--- src/rtl/cms_pkg.sv ---
// package of constants for the message status summary block
// assumes: one 20 MHz controller clock, synchronous active-low reset
// Summary of operation
// - summary registers are read-only, writes ignored
// - two 16-bit registers per flag, reset zero
// - tx request 1 means sending or waiting
// - write transfer with request select sets request
// - control select loads tx request from control
// - transmit object with reply enabled: remote sets request
// - successful transmission clears tx request
// - reply off, mask on: remote clears request
// - lowest object abort-and-reset may withhold sending
// - fresh data 1 means valid unread data
// - accepted stored data frame sets fresh data
// - reply off, mask on: remote sets fresh data
// - read transfer with fresh select clears it
// - control select loads fresh data from control
// - shift register load clears fresh data
// - completed transfer with enable sets pending
// - read transfer with clear select clears pending
// - control select loads pending from control
// - invalid object takes no part in traffic
// - arbitration select loads valid flag
// - interrupt id reports lowest pending object
package cms_pkg;

  // -----------------------------------------------------------------
  // geometry
  // -----------------------------------------------------------------
  localparam int unsigned CMS_NUM_OBJ = 32; // message objects
  localparam int unsigned CMS_HALF_W = 16; // width of one summary register
  localparam logic [5:0] CMS_LAST_OBJ = 6'h20; // lowest-priority object number

  // -----------------------------------------------------------------
  // register byte offsets (16-bit registers, two per word)
  // -----------------------------------------------------------------
  localparam logic [7:0] CMS_TX_REQUEST_LOWER_OFS = 8'h80;
  localparam logic [7:0] CMS_TX_REQUEST_UPPER_OFS = 8'h82;
  localparam logic [7:0] CMS_FRESH_DATA_LOWER_OFS = 8'h90;
  localparam logic [7:0] CMS_FRESH_DATA_UPPER_OFS = 8'h92;
  localparam logic [7:0] CMS_IRQ_PENDING_LOWER_OFS = 8'hA0;
  localparam logic [7:0] CMS_IRQ_PENDING_UPPER_OFS = 8'hA2;
  localparam logic [7:0] CMS_OBJECT_VALID_LOWER_OFS = 8'hB0;
  localparam logic [7:0] CMS_OBJECT_VALID_UPPER_OFS = 8'hB2;

  // -----------------------------------------------------------------
  // reset values
  // -----------------------------------------------------------------
  localparam logic [15:0] CMS_SUMMARY_RST = 16'h0000;
  localparam logic [31:0] CMS_FLAGS_RST = 32'h0000_0000;
  localparam logic [31:0] CMS_RDATA_RST = 32'h0000_0000;
  localparam logic [15:0] CMS_ID_NONE = 16'h0000; // no pending source
  localparam logic [15:0] CMS_ID_STATUS = 16'h8000; // higher source reported

  // -----------------------------------------------------------------
  // state of the abort-hazard watcher on the lowest-priority object
  // -----------------------------------------------------------------
  typedef enum logic [1:0] {
    CMS_HOLD_IDLE = 2'b00, // no hazard
    CMS_HOLD_ARMED = 2'b01, // request was aborted
    CMS_HOLD_STUCK = 2'b10 // request set again, sending withheld
  } cms_hold_t;

endpackage : cms_pkg

--- src/rtl/cms_status_summary.sv ---
// top of the message status summary: flag store, register read port,
// transmit candidate and interrupt source selection
// assumes: all event inputs come from logic on clk_in, one-cycle pulses,
// object numbers 1..32 (0 and above 32 address nothing)
`timescale 1ns/1ns
`default_nettype none
module cms_status_summary
  import cms_pkg::*;
(
  input wire logic clk_in, // controller clock
  input wire logic rst_n_in, // synchronous, active low
  // register port
  input wire logic reg_select_in, // register access strobe
  input wire logic reg_write_n_in, // high read, low write
  input wire logic [1:0] reg_size_in, // write size, unused here
  input wire logic [7:0] reg_addr_in, // byte address
  input wire logic [31:0] reg_wdata_in, // write data, unused here
  output logic [31:0] reg_rdata_out, // read data, zero when idle
  // message interface transfer command
  input wire logic xfer_valid_in, // transfer command issued
  input wire logic xfer_write_in, // 1 interface to object
  input wire logic [5:0] xfer_obj_in, // object number 1..32
  input wire logic sel_tx_request_in,
  input wire logic sel_control_in,
  input wire logic sel_arb_in,
  input wire logic sel_fresh_data_in,
  input wire logic clear_pending_select_in,
  input wire logic ctl_tx_request_in, // message control values
  input wire logic ctl_fresh_data_in,
  input wire logic ctl_irq_pending_in,
  input wire logic arb_valid_in, // arbitration 2 valid value
  // bus engine events
  input wire logic tx_done_in, // frame sent successfully
  input wire logic [5:0] tx_obj_in,
  input wire logic tx_irq_enable_in,
  input wire logic rx_store_in, // accepted frame stored
  input wire logic [5:0] rx_obj_in,
  input wire logic rx_remote_in,
  input wire logic rx_dir_tx_in,
  input wire logic remote_reply_enable_in,
  input wire logic mask_use_enable_in,
  input wire logic rx_irq_enable_in,
  input wire logic shift_load_in, // object copied to shift register
  input wire logic [5:0] shift_obj_in,
  input wire logic bus_valid_msg_in, // any valid message seen on bus
  input wire logic init_in, // controller initialisation
  input wire logic higher_irq_in, // status interrupt outranks objects
  // status outputs
  output logic tx_candidate_valid_out,
  output logic [5:0] tx_candidate_obj_out,
  output logic [15:0] interrupt_source_id_out,
  output logic irq_pending_any_out
);

  // ---------------------------------------------------------------
  // state record
  // ---------------------------------------------------------------
  typedef struct packed {
    logic [31:0] tx_request_flag; // bit n-1 holds object n
    logic [31:0] fresh_data_flag;
    logic [31:0] irq_pending_flag;
    logic [31:0] object_valid_flag;
    cms_hold_t hold; // lowest-object abort hazard
    logic [31:0] rdata;
    logic cand_valid;
    logic [5:0] cand_obj;
    logic [15:0] irq_id;
    logic irq_any;
  } cms_state_t;

  cms_state_t st_r; // registered state
  cms_state_t st_nxt; // next state

  // ---------------------------------------------------------------
  // object number to one-hot hit vector
  // ---------------------------------------------------------------
  function automatic logic [31:0] obj_hit(input logic [5:0] num, input logic en);
    logic [31:0] v;
    v = 32'h0000_0000;
    if (en && num != 6'h00 && num <= CMS_LAST_OBJ) begin
      v[5'(num - 6'h01)] = 1'b1;
    end
    return v;
  endfunction : obj_hit

  // ---------------------------------------------------------------
  // lowest set bit as object number, zero when none
  // ---------------------------------------------------------------
  function automatic logic [5:0] lowest_obj(input logic [31:0] v);
    logic [5:0] n;
    n = 6'h00;
    for (int i = CMS_NUM_OBJ - 1; i >= 0; i--) begin
      if (v[i]) begin
        n = 6'(i + 1);
      end
    end
    return n;
  endfunction : lowest_obj

  logic [31:0] xfer_hit; // decoded event targets
  logic [31:0] tx_hit;
  logic [31:0] rx_hit;
  logic [31:0] shift_hit;
  logic [31:0] tx_req_new; // flag next values from the cells
  logic [31:0] fresh_new;
  logic [31:0] pend_new;
  logic [31:0] valid_new;

  assign xfer_hit = obj_hit(xfer_obj_in, xfer_valid_in);
  assign tx_hit = obj_hit(tx_obj_in, tx_done_in);
  assign rx_hit = obj_hit(rx_obj_in, rx_store_in);
  assign shift_hit = obj_hit(shift_obj_in, shift_load_in);

  // ---------------------------------------------------------------
  // one flag cell per message object
  // ---------------------------------------------------------------
  for (genvar g = 0; g < CMS_NUM_OBJ; g++) begin : g_obj
    cms_object_flags u_flags (
      .tx_req_in(st_r.tx_request_flag[g]),
      .fresh_in(st_r.fresh_data_flag[g]),
      .pend_in(st_r.irq_pending_flag[g]),
      .valid_in(st_r.object_valid_flag[g]),
      .xfer_hit_in(xfer_hit[g]),
      .xfer_write_in(xfer_write_in),
      .sel_tx_request_in(sel_tx_request_in),
      .sel_control_in(sel_control_in),
      .sel_arb_in(sel_arb_in),
      .sel_fresh_data_in(sel_fresh_data_in),
      .clear_pending_select_in(clear_pending_select_in),
      .ctl_tx_request_in(ctl_tx_request_in),
      .ctl_fresh_data_in(ctl_fresh_data_in),
      .ctl_irq_pending_in(ctl_irq_pending_in),
      .arb_valid_in(arb_valid_in),
      .tx_hit_in(tx_hit[g]),
      .tx_irq_enable_in(tx_irq_enable_in),
      .rx_hit_in(rx_hit[g]),
      .rx_remote_in(rx_remote_in),
      .rx_dir_tx_in(rx_dir_tx_in),
      .remote_reply_enable_in(remote_reply_enable_in),
      .mask_use_enable_in(mask_use_enable_in),
      .rx_irq_enable_in(rx_irq_enable_in),
      .shift_hit_in(shift_hit[g]),
      .tx_req_out(tx_req_new[g]),
      .fresh_out(fresh_new[g]),
      .pend_out(pend_new[g]),
      .valid_out(valid_new[g])
    );
  end

  // ---------------------------------------------------------------
  // next-state logic
  // ---------------------------------------------------------------
  always_comb begin
    logic last_was;
    logic last_now;
    logic last_xfer;
    logic release_hold;
    logic other_set;
    logic [31:0] sendable;
    logic [31:0] rd_word;
    st_nxt = st_r;
    rd_word = CMS_RDATA_RST;
    // abort-hazard watcher on the lowest-priority object
    last_was = st_r.tx_request_flag[CMS_NUM_OBJ - 1];
    last_now = tx_req_new[CMS_NUM_OBJ - 1];
    last_xfer = xfer_hit[CMS_NUM_OBJ - 1] && xfer_write_in;
    // a request on any other object counts as a release
    other_set = |(tx_req_new[CMS_NUM_OBJ - 2:0] &
                  ~st_r.tx_request_flag[CMS_NUM_OBJ - 2:0]);
    release_hold = bus_valid_msg_in || other_set || init_in;
    sendable = tx_req_new & valid_new;

    // flags follow the cells every cycle
    st_nxt.tx_request_flag = tx_req_new;
    st_nxt.fresh_data_flag = fresh_new;
    st_nxt.irq_pending_flag = pend_new;
    st_nxt.object_valid_flag = valid_new;

    case (st_r.hold)
      CMS_HOLD_IDLE: begin
        // aborted by software while pending
        if (last_xfer && last_was && !last_now) begin
          st_nxt.hold = CMS_HOLD_ARMED;
        end
      end
      CMS_HOLD_ARMED: begin
        if (release_hold) begin
          st_nxt.hold = CMS_HOLD_IDLE;
        end else if (last_xfer && last_now) begin
          st_nxt.hold = CMS_HOLD_STUCK;
        end else if (!last_now && !last_xfer) begin
          st_nxt.hold = CMS_HOLD_ARMED;
        end
      end
      CMS_HOLD_STUCK: begin
        // withheld until a releasing event or the request goes away
        if (release_hold || !last_now) begin
          st_nxt.hold = CMS_HOLD_IDLE;
        end
      end
      default: begin
        st_nxt.hold = CMS_HOLD_IDLE;
      end
    endcase

    // transmit candidate: lowest number wins, invalid objects skipped
    if (st_nxt.hold == CMS_HOLD_STUCK) begin
      sendable[CMS_NUM_OBJ - 1] = 1'b0;
    end
    st_nxt.cand_valid = |sendable;
    st_nxt.cand_obj = lowest_obj(sendable);

    // interrupt source: a higher source outranks every object
    st_nxt.irq_any = |pend_new;
    if (higher_irq_in) begin
      st_nxt.irq_id = CMS_ID_STATUS;
    end else if (|pend_new) begin
      st_nxt.irq_id = {10'h000, lowest_obj(pend_new)};
    end else begin
      st_nxt.irq_id = CMS_ID_NONE;
    end

    // register read; address bits 7:2 pick the word, bit 1 the upper half, size ignored
    if (reg_select_in && reg_write_n_in) begin
      case ({reg_addr_in[7:2], 2'b00})
        CMS_TX_REQUEST_LOWER_OFS: begin
          rd_word = st_r.tx_request_flag;
        end
        CMS_FRESH_DATA_LOWER_OFS: begin
          rd_word = st_r.fresh_data_flag;
        end
        CMS_IRQ_PENDING_LOWER_OFS: begin
          rd_word = st_r.irq_pending_flag;
        end
        CMS_OBJECT_VALID_LOWER_OFS: begin
          rd_word = st_r.object_valid_flag;
        end
        default: begin
          rd_word = CMS_RDATA_RST; // unmapped reads as zero
        end
      endcase
      // a halfword read of the upper register lands in the low lanes
      if (reg_addr_in[1]) begin
        rd_word = {CMS_SUMMARY_RST, rd_word[31:16]};
      end
    end
    st_nxt.rdata = rd_word;
    // writes fall through here on purpose: nothing is stored
  end

  // ---------------------------------------------------------------
  // state register
  // ---------------------------------------------------------------
  always_ff @(posedge clk_in) begin
    if (!rst_n_in) begin
      st_r.tx_request_flag <= CMS_FLAGS_RST;
      st_r.fresh_data_flag <= CMS_FLAGS_RST;
      st_r.irq_pending_flag <= CMS_FLAGS_RST;
      st_r.object_valid_flag <= CMS_FLAGS_RST;
      st_r.hold <= CMS_HOLD_IDLE;
      st_r.rdata <= CMS_RDATA_RST;
      st_r.cand_valid <= 1'b0;
      st_r.cand_obj <= 6'h00;
      st_r.irq_id <= CMS_ID_NONE;
      st_r.irq_any <= 1'b0;
    end else begin
      st_r <= st_nxt;
    end
  end

  // ---------------------------------------------------------------
  // outputs straight from the state register
  // ---------------------------------------------------------------
  assign reg_rdata_out = st_r.rdata;
  assign tx_candidate_valid_out = st_r.cand_valid;
  assign tx_candidate_obj_out = st_r.cand_obj;
  assign interrupt_source_id_out = st_r.irq_id;
  assign irq_pending_any_out = st_r.irq_any;

endmodule : cms_status_summary
`default_nettype wire

--- src/rtl/cms_object_flags.sv ---
// next-state logic of the four status flags of one message object
// assumes: event hits are one-cycle pulses already decoded to this object
`timescale 1ns/1ns
`default_nettype none
module cms_object_flags (
  input wire logic tx_req_in, // current flags
  input wire logic fresh_in,
  input wire logic pend_in,
  input wire logic valid_in,
  input wire logic xfer_hit_in, // interface transfer addresses this object
  input wire logic xfer_write_in,
  input wire logic sel_tx_request_in,
  input wire logic sel_control_in,
  input wire logic sel_arb_in,
  input wire logic sel_fresh_data_in,
  input wire logic clear_pending_select_in,
  input wire logic ctl_tx_request_in,
  input wire logic ctl_fresh_data_in,
  input wire logic ctl_irq_pending_in,
  input wire logic arb_valid_in,
  input wire logic tx_hit_in, // transmitted successfully
  input wire logic tx_irq_enable_in,
  input wire logic rx_hit_in, // accepted frame stored
  input wire logic rx_remote_in,
  input wire logic rx_dir_tx_in,
  input wire logic remote_reply_enable_in,
  input wire logic mask_use_enable_in,
  input wire logic rx_irq_enable_in,
  input wire logic shift_hit_in, // contents copied to shift register
  output logic tx_req_out,
  output logic fresh_out,
  output logic pend_out,
  output logic valid_out
);

  // ---------------------------------------------------------------
  // clears first, then interface loads, then hardware sets,
  // so an event landing on a clear is never lost
  // ---------------------------------------------------------------
  always_comb begin
    logic live_rx;
    logic live_tx;
    logic rmt_set;
    logic rmt_data;
    live_rx = rx_hit_in && valid_in;
    live_tx = tx_hit_in && valid_in;
    rmt_set = rx_remote_in && rx_dir_tx_in && remote_reply_enable_in;
    rmt_data = rx_remote_in && rx_dir_tx_in && !remote_reply_enable_in &&
               mask_use_enable_in;
    tx_req_out = tx_req_in;
    fresh_out = fresh_in;
    pend_out = pend_in;
    valid_out = valid_in;
    // read-direction transfer clears
    if (xfer_hit_in && !xfer_write_in) begin
      if (sel_fresh_data_in) begin
        fresh_out = 1'b0;
      end
      if (clear_pending_select_in) begin
        pend_out = 1'b0;
      end
    end
    if (shift_hit_in) begin
      fresh_out = 1'b0;
    end
    if (live_tx) begin
      tx_req_out = 1'b0;
    end
    if (live_rx && rmt_data) begin
      tx_req_out = 1'b0;
    end
    // write-direction transfer loads
    if (xfer_hit_in && xfer_write_in) begin
      if (sel_control_in) begin
        fresh_out = ctl_fresh_data_in;
        pend_out = ctl_irq_pending_in;
        if (!sel_tx_request_in) begin
          tx_req_out = ctl_tx_request_in;
        end
      end
      if (sel_tx_request_in) begin
        tx_req_out = 1'b1;
      end
      if (sel_arb_in) begin
        valid_out = arb_valid_in;
      end
    end
    // hardware sets win last
    if (live_rx && rmt_set) begin
      tx_req_out = 1'b1;
    end
    if (live_rx && (!rx_remote_in || rmt_data)) begin
      fresh_out = 1'b1;
      if (rx_irq_enable_in) begin
        pend_out = 1'b1;
      end
    end
    if (live_tx && tx_irq_enable_in) begin
      pend_out = 1'b1;
    end
  end

endmodule : cms_object_flags
`default_nettype wire

--- config.mk ---
export PLATFORM = sky130hd
export DESIGN_NAME = cms_status_summary
export DESIGN_NICKNAME = d
export VERILOG_FILES = /design/src/rtl/cms_pkg.sv /design/src/rtl/cms_status_summary.sv /design/src/rtl/cms_object_flags.sv
export SDC_FILE = /design/constraint.sdc
export NUM_CORES = 1
export LEC_CHECK = 0
export BUFFER_PORTS_ARGS = -buffer_cell sky130_fd_sc_hd__buf_2
export CAP_MARGIN = 15
export CORE_ASPECT_RATIO = 2
export CORE_UTILIZATION = 45
export CTS_CLUSTER_DIAMETER = 200
export DETAILED_ROUTE_END_ITERATION = 7
export SETUP_SLACK_MARGIN = 0.4
export SYNTH_ARGS = -nofsm -noshare
export SYNTH_HDL_FRONTEND = slang
export SYNTH_HIERARCHICAL = 1
export SYNTH_SLANG_ARGS = --single-unit
--- constraint.sdc ---
create_clock -name clk_in -period 3.8 [get_ports clk_in]
set_input_delay 0.19 -clock clk_in [delete_from_list [all_inputs] [get_ports clk_in]]
set_output_delay 0.19 -clock clk_in [all_outputs]
set_load 0.05 [all_outputs]
Word level (Yosys, flattened, before mapping)
Cells that the tools add are included.

storage, ports and cells
  bits in writable memories = 0
  register bits after elaboration = 186
  logic and storage cells = 1,119
  input bits = 93
  output and inout port bits = 56
  memory bits (read-only) = 0
  memories = 0
  latch bits = 0

cells by class
  multiplexer cells = 759
  bitwise operators = 6
  reductions and logical operators = 308
  shift operators = 0
  equal/unequal tests = 7
  multipliers = 0
  add/sub/neg operators = 4
  div/mod/pow operators = 0
  $lt $le $gt $ge = 12

operators with widths
  cell                 count
  $mux 1               678
  $logic_and 1x1->1    277
  $mux 6               34
  $mux 32              4
  $pmux 32 s4          1
  $reduce_or 32->1     3
  $mux 5               16
  $reduce_or 34->1     1
  $and 32x32->32       1
  $mux 16              2
  $mux 4               8
  $and 31x31->31       1
  $not 31->31          1
  $reduce_or 31->1     1
  $eq 6x6->1 const B   4
  $le 6x6->1 const B   4
  $lt 5x6->1 const B   4
  $reduce_bool 6->1    4
  $demux 1 s5          4
  $ge 5x1->1 const B   4
  $sub 5x1->5 const B  4
  $reduce_or 18->1     1
  $reduce_or 16->1     1
  $mux 2               7
  other kinds (15)     31

Longest topological paths before layout
  word-level depth = 54
  gate-level depth with buffers = 15

Cells and area by module
The synthesis kept the hierarchy.

by module, submodules not included
  module              times used  area an instance (µm²)  seq. area each (µm²)  cells an instance
  cms_status_summary  1           8,245.4                 3,543.4               976
  cms_object_flags    32          151.4                   0.0                   22

Worst setup path after synthesis
OpenSTA, ideal clock, no wires.

  kind = in2reg
  start point = input xfer_obj_in[1]
  end point = register st_r (netlist bit interrupt_source_id_out[2])
  required time = 3.649 ns
  library setup time = 0.151 ns
  stages on the path = 13
  buffers on the path = 0
  path slack = 0.821 ns
  arrival = 2.828 ns
  cell sequence = nor2_1 nor2b_1 or2_2 or3_1 nor2_1 nand2_1 a221o_1 nor4_1 nand4_1 nor4_2 nor2b_1 nand2b_2 a2111oi_2

RTL lines
  element                                                                RTL line                   source
  start, declared                                                        cms_status_summary.sv:22   input wire logic [5:0] xfer_obj_in,
  $sub 5x1->5                                                            cms_status_summary.sv:81   v[5'(num - 6'h01)] = 1'b1;
  $lt 5x6->1 (not written as such) / $ge 5x1->1 (equally long branches)  cms_status_summary.sv:81
  $logic_and 1x1->1 (not written as such)                                cms_status_summary.sv:81
  $mux 1 (not written as such)                                           cms_status_summary.sv:81
  $demux 1 s5                                                            cms_status_summary.sv:81
  $mux 32 (*)                                                            cms_status_summary.sv:80   if (en && num != 6'h00 && num <= CMS_LAST_OBJ) begin
  named net xfer_hit[3]                                                  cms_status_summary.sv:100  logic [31:0] xfer_hit;
  $logic_and 1x1->1                                                      cms_object_flags.sv:55     if (xfer_hit_in && !xfer_write_in) begin
  [2 not listed]                                                         n/a
  $mux 1 (*)                                                             cms_object_flags.sv:73     if (xfer_hit_in && xfer_write_in) begin
  $mux 1                                                                 cms_object_flags.sv:94     if (rx_irq_enable_in) begin
  $mux 1 (*)                                                             cms_object_flags.sv:92     if (live_rx && (!rx_remote_in || rmt_data)) begin
  $mux 1 (*)                                                             cms_object_flags.sv:98     if (live_tx && tx_irq_enable_in) begin
  named net pend_new[3]                                                  cms_status_summary.sv:106  logic [31:0] pend_new;
  $reduce_or 32->1                                                       cms_status_summary.sv:217  end else if (|pend_new) begin
  $not 1->1 (no source line)                                             n/a
  $reduce_or 6->1 (no source line)                                       n/a
  end signal, assigned                                                   cms_status_summary.sv:267  st_r <= st_nxt;
  end, declared                                                          cms_status_summary.sv:71   cms_state_t st_r;

Mark *: on every way through the listed nets, which the timed path passes. The rest lies on a longest branch.
A chain may end at the register's enable or synchronous reset.

Worst setup path after layout
  start point = input xfer_obj_in[1]
  end point = register st_r (netlist bit interrupt_source_id_out[0])

RTL lines
  element                                                                RTL line                   source
  $sub 5x1->5                                                            cms_status_summary.sv:81
  $lt 5x6->1 (not written as such) / $ge 5x1->1 (equally long branches)  cms_status_summary.sv:81
  $logic_and 1x1->1 (not written as such)                                cms_status_summary.sv:81
  $mux 1 (not written as such)                                           cms_status_summary.sv:81
  $demux 1 s5                                                            cms_status_summary.sv:81
  $mux 32 (*)                                                            cms_status_summary.sv:80
  named net xfer_hit[16]                                                 cms_status_summary.sv:100
  $logic_and 1x1->1                                                      cms_object_flags.sv:55
  $mux 1                                                                 cms_object_flags.sv:55
  $mux 1                                                                 cms_object_flags.sv:74     if (sel_control_in) begin
  $mux 1 (*)                                                             cms_object_flags.sv:73
  $mux 1                                                                 cms_object_flags.sv:94
  $mux 1 (*)                                                             cms_object_flags.sv:92
  $mux 1 (*)                                                             cms_object_flags.sv:98
  named net pend_new[16]                                                 cms_status_summary.sv:106
  $mux 6 (17 in series)                                                  cms_status_summary.sv:93   if (v[i]) begin

Marked as above.

==> key figures <==
Clocking
  • Clock latency on the worst-skew pair: ~0.47 ns
  • TritonCTS Buffers: 17
  • Root buf cell: clkbuf_16
  • Htree depth: 4
  • Reg clk slew, reported paths: approximately 0.070 ns
  • CTS tree: done
  • Clk sinks: roughly 180
  • Clock Path Buffers: 2
  • Post-CTS setup buffers: 0

GRT
  • Largest net degree at the start of global routing: 76
  • Met1 demand-to-capacity share in global routing: 0.490
  • GRT overflow: 0
  • Total GRT Usage: 0.443
  • GR Layer Usage met2: 0.685
  • First-pass GRT wire length: approximately 94000 µm
  • M3 GR Usage: 0.102
  • Initial antenna violation count: 2
  • Number of global-route vias before repair: roughly 15k
  • Top Usage Layer GRT: met2

STA
  • Setup violators final: 0
  • Max-slew violations: 0
  • RSZ-0062 raised after global routing: yes
  • Max Clock Skew: 0.0118 ns
  • Fmax: between 300 and 400 MHz
  • Final Cycle Share: 0.838
  • Final worst path period need: approximately 3.2 ns
  • Rel. slew slack: 0.119
  • Final Hold Fails: 0
  • WHS: a little over 0.2 ns
  • Worst Tran Pin Value: 1.32 ns
  • Setup TNS: 0 ns

Die
  • Width of the die: approximately 120 µm
  • Core area: between 0.02 and 0.03 mm²
  • Die Height: roughly 240 µm
  • Std-Cell Rows: slightly below 90
  • # IOs: ~150
  • Initial Util: 0.456
  • Total die area: 0.0298 mm²

Synth
  • EDFF count, synth: 0
  • Top_reg_cell synth: dfxtp_1
  • Post-synthesis cell type count: between 60 and 70
  • Mean area per synthesized cell: between 7 and 8 µm²
  • Yosys Warn Count: 6
  • Synthesis-stage register bit count: 177
  • Seq/Total Area, Yosys: 0.271
  • Synthesized cell area: approximately 0.013 mm²
  • Post-Synthesis Cells: approximately 1.7k
  • Fraction of registers with async set/reset: 0

Hold path
  • Hold WC Path Type: input port to flip-flop
  • Min-delay src: xfer_obj_in[5]
  • WHS Path Cells: 4
  • Worst Hold End: st_r[56]$_SDFF_PN0_

Detailed routing
  • Vias after detailed routing: between 15k and 20k
  • Vias/cell: just under 7
  • DR DRC count: 0
  • DR WL/cell: ~29 µm
  • Drt pass-1 iters: 6
  • DR iter-0 viols: about 2.3k
  • Total Routed Length: between 60000 and 70000 µm
  • Final antenna-violating net count: 0

Job
  • Max-cap violations: 0

Run status
  • Outcome: finished clean

Finish
  • Fin nets: just under 2k
  • Post-layout util: 0.537
  • Area Overhead vs Synth: 17.8%
  • Final Non-Filler Cells: between 2k and 2.5k
  • Fillers: around 2.8k
  • Share of layout cells above drive strength 1: 0.230

Pwr
  • Leak: about 6.4 nW
  • Psw: ~1.3 mW
  • Sw frac: 0.303
  • Clock Power Share: 0.421
  • Gate power share: 0.144
  • Register share of total power: 0.435
  • Total power: around 4.3 mW
  • Maximum vdd ir drop: 0.343 mV
  • Internal power: just under 3 mW
  • PD cells: about 280 mW/mm²

Setup path
  • Crit Path Category: input port to flip-flop
  • Worst Path Required: approximately 4.1 ns
  • Critical path fanouts, max: 6
  • CP Capture Type: flip-flop
  • CP Launch Type: input port
  • Worst r2r path cells: 9
  • RR Startpoint: st_r[78]$_SDFF_PN0_
  • CP Data Arrival Time: ~3.5 ns
  • Worst R2R End: interrupt_source_id_out[0]$_SDFF_PP0_
  • Reg2reg setup slack: around 1 ns

Placed design
  • Post-DP HPWL: approximately 46000 µm
  • Placed Cells: around 2.2k
  • Placer Congestion: ~1.0
  • Port bufs: ~100
metrics by stage:
stage | area, µm² | worst slack (ns)
global route | 15400 | 0.394
detailed placement | 14800 | 0.0648
CTS | 15400 | 0.529
finish | 15400 | 0.617
floorplan | 13100 | 0.821
global placement | 14800 | 0.0730
area by class of cell:
type | count | area, µm² | area share
Multi-Input combinational cell | 1310 | 8570 | 0.556
Sequential cell | 177 | 3540 | 0.230
Timing Repair Buffer | 268 | 1890 | 0.122
Clock buffer | 21 | 470 | 0.0305
Tap cell | 360 | 450 | 0.0292
Inverter | 105 | 394 | 0.0256
Clock inverter | 11 | 104 | 0.00674
Antenna cell | 1 | 2.50 | 0.000162
state kept, by name (all words and copies together) (netlist names):
register	flops
irq_pending_any_out	1
tx_candidate_obj_out	6
interrupt_source_id_out	7
tx_candidate_valid_out	1
reg_rdata_out	32
st_r	130
critical path, cell delays in order:
cell     delay, ns
buf_2         0.13
nor2_1        0.16
nor2b_1       0.10
or2_2         0.31
nor2_1        0.09
nand2_1       0.19
nor2_1        0.39
nand2_1       0.09
a221o_1       0.48
nor4_2        0.37
buf_4         0.19
nand4_1       0.11
buf_4         0.20
nor4_2        0.27
nor2b_1       0.11
o21ai_0       0.09
a21oi_1       0.06
Yosys cell counts, types with 32 or more instances:
master	n	area share
nand2_1	193	0.055
dfxtp_1	177	0.27
nor2_1	157	0.045
and2_1	130	0.062
inv_1	105	0.030
nand3_1	86	0.033
a21oi_1	84	0.032
buf_4	58	0.033
nand3b_1	46	0.026
nand4_1	38	0.018
a32o_1	34	0.026
a211o_1	33	0.022
and3b_2	33	0.025
nor4b_1	33	0.022
a221o_1	32	0.024
and3_2	32	0.018
mux2_1	32	0.028
mux2_2	32	0.028
o2111ai_1	32	0.021
o221ai_1	32	0.021
o22ai_1	32	0.015
per-layer routing:
layer / vias up / part of all wire
met1: 7291 / 0.33
li1: 6639 / -
met4: 0 / 0.11
met5: - / 0
met3: 407 / 0.10
met2: 1173 / 0.45
what timing repair did:
| item | CTS | global route |
|---|---|---|
| hold buffers | 1 | 0 |
| endpoints found under the setup margin | 0 | 6 |
| hold endpoints to repair | 1 | 0 |
| gates resized for setup | 0 | 4 |
cell usage in the layout (no fill, tap or decap), drive strengths merged, types with 9 or more instances in the layout:
master   instances
buf            267
nand2          193
dfxtp          177
nor2           157
and2           130
inv            107
nand3           86
a21oi           84
mux2            64
nand3b          46
and3            41
nand4           38
a32o            34
nor4b           34
and3b           33
a211o           33
a221oi          33
a22o            33
o22ai           32
a221o           32
o2111ai         32
o221ai          32
nor2b           22
clkbuf          21
nor4            20
o21ai           18
nor3            15
a22oi           13
nand2b          11
conb             9
worst max path at each step:
| stage | startpoint | end | slack [ns] | cells after the start |
|---|---|---|---|---|
| after floorplan | xfer_obj_in[1] | interrupt_source_id_out[2]$_SDFF_PP0_ | 0.82 | 13 |
| after global placement | xfer_obj_in[1] | interrupt_source_id_out[2]$_SDFF_PP0_ | 0.07 | 17 |
| after detailed placement | xfer_obj_in[1] | interrupt_source_id_out[0]$_SDFF_PP0_ | 0.06 | 17 |
| after CTS | xfer_obj_in[1] | interrupt_source_id_out[0]$_SDFF_PP0_ | 0.53 | 17 |
| after global routing | xfer_obj_in[1] | interrupt_source_id_out[0]$_SDFF_PP0_ | 0.39 | 18 |
| final | xfer_obj_in[1] | interrupt_source_id_out[0]$_SDFF_PP0_ | 0.62 | 17 |
power by group through the flow:
stage,combinational (mW),sequential (mW),clock [mW]
5_1_grt,0.630,1.86,1.87
2_1_floorplan,0.207,1.90,0
3_3_place_gp,0.575,1.90,0
3_5_place_dp,0.579,1.90,0
6_report,0.616,1.86,1.80
4_1_cts,0.582,1.86,1.81
logic make-up (layout without fill, tap and decap cells):
family,Yosys count,count (layout),synth area share
AO/OA/AOI/OAI,394,394,0.240
other,1,10,0.000286
XOR/XNOR,1,1,0.000669
multiplexers,64,64,0.0551
AND/OR/NAND/NOR,842,842,0.355
buffers and inverters,201,405,0.0783
flip-flops,177,177,0.271
Note: power is estimated with default switching activity, not from simulation.
